[config.mk]
export PLATFORM = sky130hd
export DESIGN_NAME = edp_ctrl
export DESIGN_NICKNAME = d
export VERILOG_FILES = /design/src/rtl/edp_pkg.sv /design/src/rtl/edp_tick.sv /design/src/rtl/edp_ctrl.sv
export SDC_FILE = /design/constraint.sdc
export NUM_CORES = 1
export LEC_CHECK = 0
export ABC_CLOCK_PERIOD_IN_PS = 2910
export BUFFER_PORTS_ARGS = -buffer_cell sky130_fd_sc_hd__buf_4
export CORE_ASPECT_RATIO = 1.2
export CORE_MARGIN = 2
export CORE_UTILIZATION = 52
export CTS_CLUSTER_DIAMETER = 30
export DETAILED_ROUTE_END_ITERATION = 16
export PLACE_DENSITY = 0.77
export SYNTH_ARGS = -nofsm -noshare
export SYNTH_HDL_FRONTEND = slang
export SYNTH_HIERARCHICAL = 1
export SYNTH_SLANG_ARGS = --single-unit
[constraint.sdc]
create_clock -name clk_i -period 2.91 [get_ports clk_i]
set_input_delay 0.582 -clock clk_i [delete_from_list [all_inputs] [get_ports clk_i]]
set_output_delay 0.582 -clock clk_i [all_outputs]
set_load 0.05 [all_outputs]
[src/rtl/edp_pkg.sv]
// Purpose: shared constants and types for the page-mode dram host controller
// Assumes: 25 MHz clock; all times rounded to whole cycles of CLK_NS
// Notes: least times round up, longest times round down
package edp_pkg;
	localparam int CLK_NS = 40;
	// device timing figures, in their own units
	localparam int T_RAS_NS = 50;
	localparam int T_RAS_MAX_NS = 10000;
	localparam int T_RP_NS = 30;
	localparam int T_RAC_NS = 50;
	localparam int T_CAS_NS = 8;
	localparam int T_REF_MS = 16;
	localparam int T_PAUSE_US = 200;
	localparam int REF_ROWS = 1024;
	localparam int INIT_CYCLES = 8;
	localparam int SYNC_STAGES = 2;
	// widths
	localparam int ADDR_W = 10;
	localparam int DATA_W = 16;
	localparam int BURST_W = 11;
	localparam int RASC_W = 9;

	function automatic int cdiv(input int a, input int b);
		return (a + b - 1) / b;
	endfunction : cdiv

	// derived cycle counts
	localparam int RAS_MIN_CYC = cdiv(T_RAS_NS, CLK_NS);
	localparam int RAS_MAX_CYC = T_RAS_MAX_NS / CLK_NS;
	localparam int RP_CYC = cdiv(T_RP_NS, CLK_NS);
	// row access plus the synchroniser depth, minus the row cycle already spent
	localparam int RD_CYC = cdiv(T_RAC_NS, CLK_NS) + SYNC_STAGES - 1;
	localparam int WR_CYC = cdiv(T_CAS_NS, CLK_NS);
	localparam int REF_CYC = (T_REF_MS * 1000000) / (REF_ROWS * CLK_NS);
	localparam int PAUSE_CYC = (T_PAUSE_US * 1000) / CLK_NS;
	// page is closed early enough that a last read still ends inside the row maximum
	localparam int RAS_LIM_CYC = RAS_MAX_CYC - RD_CYC - 2;

	typedef struct packed {
		logic wr;
		logic [1:0] be;
		logic [2*ADDR_W-1:0] addr;
		logic [DATA_W-1:0] wdata;
	} edp_req_t;

	typedef struct packed {
		logic ras_n;
		logic lower_lane_column_strobe_n_n;
		logic upper_lane_column_strobe_n_n;
		logic we_n;
		logic oe_n;
		logic [ADDR_W-1:0] addr;
		logic [DATA_W-1:0] dq;
		logic [1:0] dq_oe;
	} edp_pins_t;
endpackage : edp_pkg

[src/rtl/edp_tick.sv]
// Purpose: free-running divider giving a one-cycle enable every PERIOD cycles
// Assumes: PERIOD of at least 2
// Notes: paces the distributed refresh
`timescale 1ns/1ps
module edp_tick import edp_pkg::*; #(
	parameter int PERIOD = REF_CYC
) (
	input wire logic clk_i,
	input wire logic rstn_i,
	output logic tick_o
);
	localparam int W = $clog2(PERIOD);
	logic [W-1:0] cnt;
	logic [W-1:0] next_cnt;
	logic next_tick;

	// wrap counter, pulse on wrap
	always_comb begin
		next_tick = 1'b0;
		next_cnt = cnt + 1'b1;
		if (cnt == W'(PERIOD - 1)) begin
			next_cnt = '0;
			next_tick = 1'b1;
		end
	end

	always_ff @(posedge clk_i or negedge rstn_i) begin
		if (!rstn_i) begin
			cnt <= '0;
			tick_o <= 1'b0;
		end else begin
			cnt <= next_cnt;
			tick_o <= next_tick;
		end
	end
endmodule : edp_tick

[src/rtl/edp_ctrl.sv]
// Purpose: host controller driving an asynchronous page-mode dram through its strobes
// Assumes: one 25 MHz clock; user request port on the same clock; dq pins synchronised
// Notes: all pins registered; distributed refresh plus a full burst after self refresh
// Summary of operation
// - row then column go out on the same ten address lines.
// - a cycle starts at row strobe low, ends when all strobes are high.
// - row strobe stays low at least the minimum active pulse width.
// - row strobe stays high at least the precharge time between cycles.
// - reads run with write strobe high; column address held through the access.
// - write data is driven no later than the column strobe falls.
// - issue 1,024 refreshes every 16 ms.
// - column-before-row refresh: row strobe falls with column strobes already low.
// - self refresh entered by holding a column-before-row refresh for the pulse time.
// - self refresh left by holding row strobe high at least precharge time.
// - after self refresh, burst-refresh all 1,024 rows before normal accesses.
// - page mode: same-row columns accessed by toggling only column strobes.
// - power-on: strobes high, 200 us pause, eight row-strobe cycles.
`timescale 1ns/1ps
module edp_ctrl import edp_pkg::*; #(
	parameter int PAUSE_CYCLES = PAUSE_CYC,
	parameter int SELF_HOLD_CYCLES = 2500
) (
	input wire logic clk_i,
	input wire logic rstn_i,
	input wire logic req_valid_i,
	input wire edp_req_t req_i,
	output logic req_ready_o,
	output logic rsp_valid_o,
	output logic [DATA_W-1:0] rdata_o,
	input wire logic sleep_i,
	output logic self_refresh_o,
	output logic ras_n_o,
	output logic lower_lane_column_strobe_n_o,
	output logic upper_lane_column_strobe_n_o,
	output logic we_n_o,
	output logic oe_n_o,
	output logic [ADDR_W-1:0] mux_address_lines_o,
	input wire logic [DATA_W-1:0] data_lines_i,
	output logic [DATA_W-1:0] data_lines_o,
	output logic [1:0] data_lines_oe_o
);
	localparam int CNT_W = 24;

	typedef enum logic [3:0] {
		S_PAUSE, S_IDLE, S_ROW, S_COL, S_PAGE, S_PRE, S_CBR_CAS, S_CBR_RAS, S_SELF
	} edp_state_t;

	edp_state_t state, next_state;
	logic [CNT_W-1:0] cnt, next_cnt;
	logic [RASC_W-1:0] ras_cnt, next_ras_cnt;
	logic [BURST_W-1:0] burst_left, next_burst_left;
	logic [ADDR_W-1:0] open_row, next_open_row;
	edp_req_t cur, next_cur;
	edp_pins_t pins, next_pins;
	logic pend, next_pend;
	logic ref_pend, next_ref_pend;
	logic self_go, next_self_go;
	logic next_ready, next_rsp_valid;
	logic [DATA_W-1:0] next_rdata;
	logic [DATA_W-1:0] dq_s1, dq_s2;
	logic ref_tick, take, row_hit, close_page, col_last;

	// refresh pacing: 1,024 enables per 16 ms
	edp_tick #(.PERIOD(REF_CYC)) u_tick (
		.clk_i(clk_i),
		.rstn_i(rstn_i),
		.tick_o(ref_tick)
	);

	// pins drive straight from the pin register
	assign ras_n_o = pins.ras_n;
	assign lower_lane_column_strobe_n_o = pins.lower_lane_column_strobe_n_n;
	assign upper_lane_column_strobe_n_o = pins.upper_lane_column_strobe_n_n;
	assign we_n_o = pins.we_n;
	assign oe_n_o = pins.oe_n;
	assign mux_address_lines_o = pins.addr;
	assign data_lines_o = pins.dq;
	assign data_lines_oe_o = pins.dq_oe;

	// helper terms for the sequencer
	assign take = req_valid_i && req_ready_o;
	assign row_hit = cur.addr[2*ADDR_W-1:ADDR_W] == open_row;
	assign close_page = ref_pend || sleep_i || (pend && !row_hit) || (ras_cnt >= RASC_W'(RAS_LIM_CYC));
	assign col_last = cnt == (cur.wr ? CNT_W'(WR_CYC - 1) : CNT_W'(RD_CYC - 1));

	// sequencer next state
	always_comb begin
		next_state = state;
		next_cnt = cnt + 1'b1;
		next_ras_cnt = ras_cnt;
		next_burst_left = burst_left;
		next_open_row = open_row;
		next_cur = cur;
		next_pend = pend;
		next_self_go = self_go;
		next_rsp_valid = 1'b0;
		next_rdata = rdata_o;
		// refresh request: a new tick wins over the clear
		next_ref_pend = ref_tick || (ref_pend && state != S_CBR_CAS);
		if (take) begin
			next_cur = req_i;
			next_pend = 1'b1;
		end
		if (!ras_n_o && ras_cnt != '1) begin
			next_ras_cnt = ras_cnt + 1'b1;
		end
		case (state)
			S_PAUSE: begin
				if (cnt == CNT_W'(PAUSE_CYCLES - 1)) begin
					next_state = S_IDLE;
					next_burst_left = BURST_W'(INIT_CYCLES);
				end
			end
			S_IDLE: begin
				// refresh bursts first, then queued access, then periodic refresh
				if (burst_left != '0) begin
					next_state = S_CBR_CAS;
				end else if (pend) begin
					next_state = S_ROW;
					next_open_row = cur.addr[2*ADDR_W-1:ADDR_W];
				end else if (ref_pend || sleep_i) begin
					next_state = S_CBR_CAS;
					next_self_go = sleep_i;
				end
			end
			S_ROW: begin
				next_state = S_COL;
				next_cnt = '0;
			end
			S_COL: begin
				// strobes and column held until the access completes
				if (col_last) begin
					next_state = S_PAGE;
					next_pend = take;
					next_rsp_valid = 1'b1;
					if (!cur.wr) begin
						next_rdata = dq_s2;
					end
				end
			end
			S_PAGE: begin
				// a page may not close before the minimum active width
				if (close_page && ras_cnt >= RASC_W'(RAS_MIN_CYC - 1)) begin
					next_state = S_PRE;
					next_cnt = '0;
				end else if (pend && row_hit && !close_page) begin
					next_state = S_COL;
					next_cnt = '0;
				end
			end
			S_PRE: begin
				next_ras_cnt = '0;
				if (cnt >= CNT_W'(RP_CYC - 1)) begin
					next_state = S_IDLE;
				end
			end
			S_CBR_CAS: begin
				next_state = S_CBR_RAS;
				next_cnt = '0;
				if (burst_left != '0) begin
					next_burst_left = burst_left - 1'b1;
				end
			end
			S_CBR_RAS: begin
				if (cnt == CNT_W'(RAS_MIN_CYC - 1)) begin
					next_state = self_go ? S_SELF : S_PRE;
					next_cnt = '0;
				end
			end
			S_SELF: begin
				// saturate; exit only after the entry pulse time is met
				if (cnt >= CNT_W'(SELF_HOLD_CYCLES - 1)) begin
					next_cnt = cnt;
					if (!sleep_i) begin
						next_state = S_PRE;
						next_cnt = '0;
						next_self_go = 1'b0;
						next_burst_left = BURST_W'(REF_ROWS);
					end
				end
			end
			default: begin
				next_state = S_IDLE;
			end
		endcase
		next_ready = (next_state == S_IDLE || next_state == S_PAGE) && !next_pend && !next_ref_pend
			&& !sleep_i && next_burst_left == '0;
	end

	// pin values follow the state being entered
	always_comb begin
		next_pins = pins;
		next_pins.ras_n = 1'b1;
		next_pins.lower_lane_column_strobe_n_n = 1'b1;
		next_pins.upper_lane_column_strobe_n_n = 1'b1;
		next_pins.we_n = 1'b1;
		next_pins.oe_n = 1'b1;
		next_pins.dq_oe = 2'h0;
		case (next_state)
			S_ROW: begin
				next_pins.ras_n = 1'b0;
				next_pins.addr = next_cur.addr[2*ADDR_W-1:ADDR_W];
			end
			S_COL: begin
				next_pins.ras_n = 1'b0;
				next_pins.addr = next_cur.addr[ADDR_W-1:0];
				// an empty lane mask still needs one strobe to finish the cycle
				next_pins.lower_lane_column_strobe_n_n = !(next_cur.be[0] || next_cur.be == 2'h0);
				next_pins.upper_lane_column_strobe_n_n = !next_cur.be[1];
				next_pins.we_n = !next_cur.wr;
				next_pins.oe_n = next_cur.wr;
				next_pins.dq = next_cur.wdata;
				if (next_cur.wr) begin
					next_pins.dq_oe = {!next_pins.upper_lane_column_strobe_n_n, !next_pins.lower_lane_column_strobe_n_n};
				end
			end
			S_PAGE: begin
				next_pins.ras_n = 1'b0;
			end
			S_CBR_CAS: begin
				next_pins.lower_lane_column_strobe_n_n = 1'b0;
				next_pins.upper_lane_column_strobe_n_n = 1'b0;
			end
			S_CBR_RAS, S_SELF: begin
				next_pins.ras_n = 1'b0;
				next_pins.lower_lane_column_strobe_n_n = 1'b0;
				next_pins.upper_lane_column_strobe_n_n = 1'b0;
			end
			default: begin
				next_pins.ras_n = 1'b1;
			end
		endcase
	end

	// state registers; reset holds every strobe high from the start
	always_ff @(posedge clk_i or negedge rstn_i) begin
		if (!rstn_i) begin
			state <= S_PAUSE;
			cnt <= '0;
			ras_cnt <= '0;
			burst_left <= '0;
			open_row <= '0;
			cur <= '0;
			pend <= 1'b0;
			ref_pend <= 1'b0;
			self_go <= 1'b0;
			pins <= '{ras_n: 1'b1, lower_lane_column_strobe_n_n: 1'b1, upper_lane_column_strobe_n_n: 1'b1, we_n: 1'b1, oe_n: 1'b1, default: '0};
			req_ready_o <= 1'b0;
			rsp_valid_o <= 1'b0;
			rdata_o <= '0;
			self_refresh_o <= 1'b0;
		end else begin
			state <= next_state;
			cnt <= next_cnt;
			ras_cnt <= next_ras_cnt;
			burst_left <= next_burst_left;
			open_row <= next_open_row;
			cur <= next_cur;
			pend <= next_pend;
			ref_pend <= next_ref_pend;
			self_go <= next_self_go;
			pins <= next_pins;
			req_ready_o <= next_ready;
			rsp_valid_o <= next_rsp_valid;
			rdata_o <= next_rdata;
			self_refresh_o <= next_state == S_SELF;
		end
	end

	// data pins come from the device's own timing, so two stages first
	always_ff @(posedge clk_i or negedge rstn_i) begin
		if (!rstn_i) begin
			dq_s1 <= '0;
			dq_s2 <= '0;
		end else begin
			dq_s1 <= data_lines_i;
			dq_s2 <= dq_s1;
		end
	end

	// checks on the driven pins and the refresh schedule
	localparam int GAP_MAX = REF_CYC + RAS_MAX_CYC + 16;
	logic [CNT_W-1:0] ref_gap;
	always_ff @(posedge clk_i or negedge rstn_i) begin
		if (!rstn_i) begin
			ref_gap <= '0;
		end else begin
			ref_gap <= (state == S_CBR_CAS || state == S_PAUSE || state == S_SELF) ? '0 : ref_gap + 1'b1;
		end
	end
endmodule : edp_ctrl

==> metrics.txt <==
# TYPE chip_impl_metric gauge
chip_impl_metric{name="max_cap_viol_count",unit=""} 0
chip_impl_metric{name="ant_nets",unit=""} 0
chip_impl_metric{name="route.detailed.vias_per_inst",unit=""} 5.60
chip_impl_metric{name="route.detailed.wl_per_inst",unit="um"} 18.1
chip_impl_metric{name="num-fill-cells",unit=""} 1191
chip_impl_info{name="timing.critical_path.from_type",value="flop"} 1
chip_impl_metric{name="clock_tree.buffer_depth",unit=""} 2
chip_impl_metric{name="grt_util_met2",unit="%"} 40.3
chip_impl_metric{name="setup_viol",unit=""} 0
chip_impl_metric{name="highest_net_fanout_along_the_worst_path",unit=""} 11
chip_impl_metric{name="floorplan.die_area",unit="um^2"} 17200
chip_impl_metric{name="nets_finish",unit=""} 913
chip_impl_metric{name="tightestPinTransition",unit="ns"} 0.602
chip_impl_metric{name="die_h",unit="um"} 143
chip_impl_metric{name="grt.met3_usage",unit="%"} 4.75
chip_impl_metric{name="synth-warning-count",unit=""} 6
chip_impl_metric{name="routability_congestion",unit=""} 0.900
chip_impl_metric{name="dr.pass1.iters",unit=""} 6
chip_impl_metric{name="postSynthRegisterBits",unit=""} 194
chip_impl_metric{name="route.final.wire_length",unit="um"} 19300
chip_impl_metric{name="max-vdd-ir-drop",unit="V"} 0.000414
chip_impl_info{name="synth.cells.most_frequent",value="dfrtp_1, mux2_2, nor2_1"} 1
chip_impl_metric{name="final_period_minus_worst_setup_slack",unit="ns"} 2.81
chip_impl_info{name="status",value="finished clean"} 1
chip_impl_metric{name="power_leakage",unit="uW"} 0.00510
chip_impl_info{name="min_path_type",value="in -> async"} 1
chip_impl_metric{name="starting_density_of_the_core",unit="%"} 53.5
chip_impl_info{name="criticalPathCategory",value="reg -> reg"} 1
chip_impl_metric{name="routed-via-count",unit=""} 5979
chip_impl_metric{name="grt_antenna_before_repair",unit=""} 0
chip_impl_metric{name="synth.yosys.seq_area_share",unit="%"} 57.8
chip_impl_metric{name="count_of_buffers_inserted_at_the_top_level_ports",unit=""} 110
chip_impl_info{name="tritoncts",value="built"} 1
chip_impl_metric{name="grt_pass1_vias",unit=""} 6214
chip_impl_metric{name="detailedRoute.firstIterationViolations",unit=""} 299
chip_impl_info{name="flip_flop_cell_with_the_highest_count_after_synthesis",value="dfrtp_1"} 1
chip_impl_metric{name="globalRouteOverflowTotal",unit=""} 0
chip_impl_metric{name="clk_latency",unit="ns"} 0.43
chip_impl_metric{name="post-synth-top-area-fraction",unit="%"} 56.3
chip_impl_metric{name="max_freq",unit="MHz"} 356
chip_impl_metric{name="grt_first_pass_wirelength",unit="um"} 30800
chip_impl_metric{name="final-seq-area",unit="um^2"} 4860
chip_impl_info{name="gr-max-usage-layer",value="met2"} 1
chip_impl_metric{name="placement_rows",unit=""} 50
chip_impl_metric{name="summed_instance_area_of_the_synthesized_netlist",unit="um^2"} 8410
chip_impl_metric{name="post_detail_place_hpwl",unit="um"} 13700
chip_impl_metric{name="multi_input_area",unit="um^2"} 3480
chip_impl_metric{name="cp.required",unit="ns"} 3.22
chip_impl_metric{name="syn2layout_area_growth",unit="%"} 25.1
chip_impl_metric{name="timing.final.crit_share",unit="%"} 96.5
chip_impl_metric{name="slew_headroom",unit="%"} 59.9
chip_impl_metric{name="slew_violations",unit=""} 0
chip_impl_info{name="synth_area_leaders",value="dfrtp_1, mux2_2, nor2_1, xnor2_1, nand2_1"} 1
chip_impl_metric{name="cts_max_level",unit=""} 4
chip_impl_metric{name="edff_count_synth",unit=""} 0
chip_impl_metric{name="grt_overall_usage",unit="%"} 23.0
chip_impl_info{name="synth.most_common_cell",value="dfrtp_1"} 1
chip_impl_metric{name="remaining_drcs",unit=""} 0
chip_impl_metric{name="finalSetupTns",unit="ns"} 0
chip_impl_metric{name="cts_made_buffers",unit=""} 17
chip_impl_metric{name="n_antenna_cell",unit=""} 0
chip_impl_info{name="worstSetupEndpointType",value="flop"} 1
chip_impl_info{name="synth_area_leader_cell",value="dfrtp_1"} 1
chip_impl_info{name="clock-root-buffer",value="clkbuf_16"} 1
chip_impl_metric{name="pin_count_of_the_biggest_net_entering_global_routing",unit=""} 72
chip_impl_metric{name="cts.sink_count",unit=""} 194
chip_impl_metric{name="grtUsageMet1",unit="%"} 28.2
chip_impl_metric{name="design.core.area",unit="um^2"} 15700
chip_impl_metric{name="io_pins",unit=""} 111
chip_impl_metric{name="critPathArrivalTime",unit="ns"} 3.11
chip_impl_metric{name="finish.utilization",unit="%"} 67.0
chip_impl_metric{name="hold_violations",unit=""} 0
chip_impl_metric{name="yosys.cell_types.count",unit=""} 60
chip_impl_metric{name="skew",unit="ns"} 0.00948
chip_impl_metric{name="net_count_of_the_mapped_netlist",unit=""} 753
chip_impl_metric{name="power_per_cell_area",unit="nW/um^2"} 486
chip_impl_metric{name="layout-drive-gt1-share",unit="%"} 37.6
chip_impl_metric{name="die_w",unit="um"} 120
chip_impl_metric{name="cts.reportedPaths.clkPinSlew",unit="ns"} 0.07
chip_impl_metric{name="asyncSetResetFlopFracSynth",unit="%"} 100
chip_impl_metric{name="holdBufCountCts",unit=""} 0
chip_impl_metric{name="synth_area_per_inst",unit="um^2"} 12.3
chip_impl_metric{name="synthesis.instances",unit=""} 686
==> worst max-delay path: stages (launching register included) <==
cell and delay [ns]:
dfrtp_1 0.44, ha_1 0.24, nor4_2 0.26, nor3_2 0.14, nor4_2 0.29, buf_4 0.17
a21oi_1 0.10, nor4_4 0.28, buf_4 0.20, nand2_1 0.10, buf_12 0.16, mux2_1 0.31
==> cell type report <==
type / count / area share, %
flip-flops and latches: 194 / 46.2
clock inverters: 12 / 1.09
inverters: 15 / 0.535
repair buffers: 163 / 12.2
well taps: 208 / 2.47
multi-input cells: 455 / 33.1
clock buffers: 20 / 4.44
==> power by group <==
| part | switching (uW) | internal [uW] | leakage (uW) | total (uW) |
|---|---|---|---|---|
| sequential | 5.68 | 2720 | 0.00256 | 2720 |
| combinational | 72.5 | 59.6 | 0.00225 | 132 |
| clock | 1060 | 1200 | 0.000286 | 2260 |
==> placed cells by master, fill, tap and decap left out, types with 5 or more instances in the layout <==
cell,count
buf_4,158
dfstp_2,5
o21ai_0,32
a21o_1,6
mux2_1,5
and3_1,14
xor2_1,14
nand4_1,13
xnor2_1,20
mux2_2,85
nand2_1,44
mux2_4,7
clkbuf_16,17
nor3_1,14
nand3_1,18
nor2_1,51
or3_1,11
a21oi_1,19
ha_1,8
nand2b_1,10
inv_1,15
dfrtp_1,189
==> per-layer routing <==
layer  share of wire [%]  vias up
li1                    -     2769
met1                  42     3028
met2                  52      161
met3                 4.3       21
met4                 1.5        0
met5                   0        -
==> repair_timing <==
| action | 4_1_cts | 5_1_grt |
|---|---|---|
| setup endpoints to repair | 26 | 38 |
| endpoints found under the hold margin | 0 | 0 |
| gates resized for setup | 1 | 18 |
| pin swaps | 1 | 4 |
| setup buffers | 1 | 5 |
==> worst paths after layout <==
path / from / endpoint / slack [ns] / cells after the start
min in group clk_i: data_lines_i[8] / dq_s1[8] / 0.26 / 1
min reg2reg: dq_s1[12] / dq_s2[12] / 0.35 / 0
max: ras_cnt[0] / mux_address_lines_o[3] / 0.10 / 11
max in group asynchronous: rstn_i / open_row[0] / 1.95 / 2
max reg2reg: ras_cnt[0] / mux_address_lines_o[3] / 0.10 / 11
min: rstn_i / burst_left[9] / 0.18 / 1
==> state kept, by name, summed over array words and instances (netlist names), 2 cells and up <==
| register | flops |
|---|---|
| data_lines_o | 16 |
| state | 4 |
| burst_left | 11 |
| data_lines_oe_o | 2 |
| mux_address_lines_o | 10 |
| rdata_o | 16 |
| cur | 39 |
| dq_s2 | 16 |
| dq_s1 | 16 |
| ras_cnt | 9 |
| cnt | 24 |
| u_tick/cnt | 9 |
| open_row | 10 |
==> through the flow <==
stage	power (uW)	setup WS (ns)	hold WS, ns	area, um^2	cells
6_report	5110	0.103	0.185	10500	1067
5_1_grt	5280	-0.110	0.215	10500	1067
4_1_cts	5160	0.0327	0.195	10400	1062
3_5_place_dp	2910	-0.0938	0.335	9790	1029
3_3_place_gp	2900	-0.0534	0.334	9790	1029
2_1_floorplan	2780	0.0787	0.286	8410	686
==> cell families after synthesis <==
logic type                 after synthesis  share of synthesized area (%)
muxes                                  101                           13.8
xor gates and xnor gates                34                           3.54
buffers and inverters                   37                           1.96
adders and majority gates                9                           1.31
AOI/OAI and AO/OA                       90                           6.97
DFF                                    194                           57.8
and+or+nand+nor                        221                           14.6
Power figures use the tool's default switching activity.
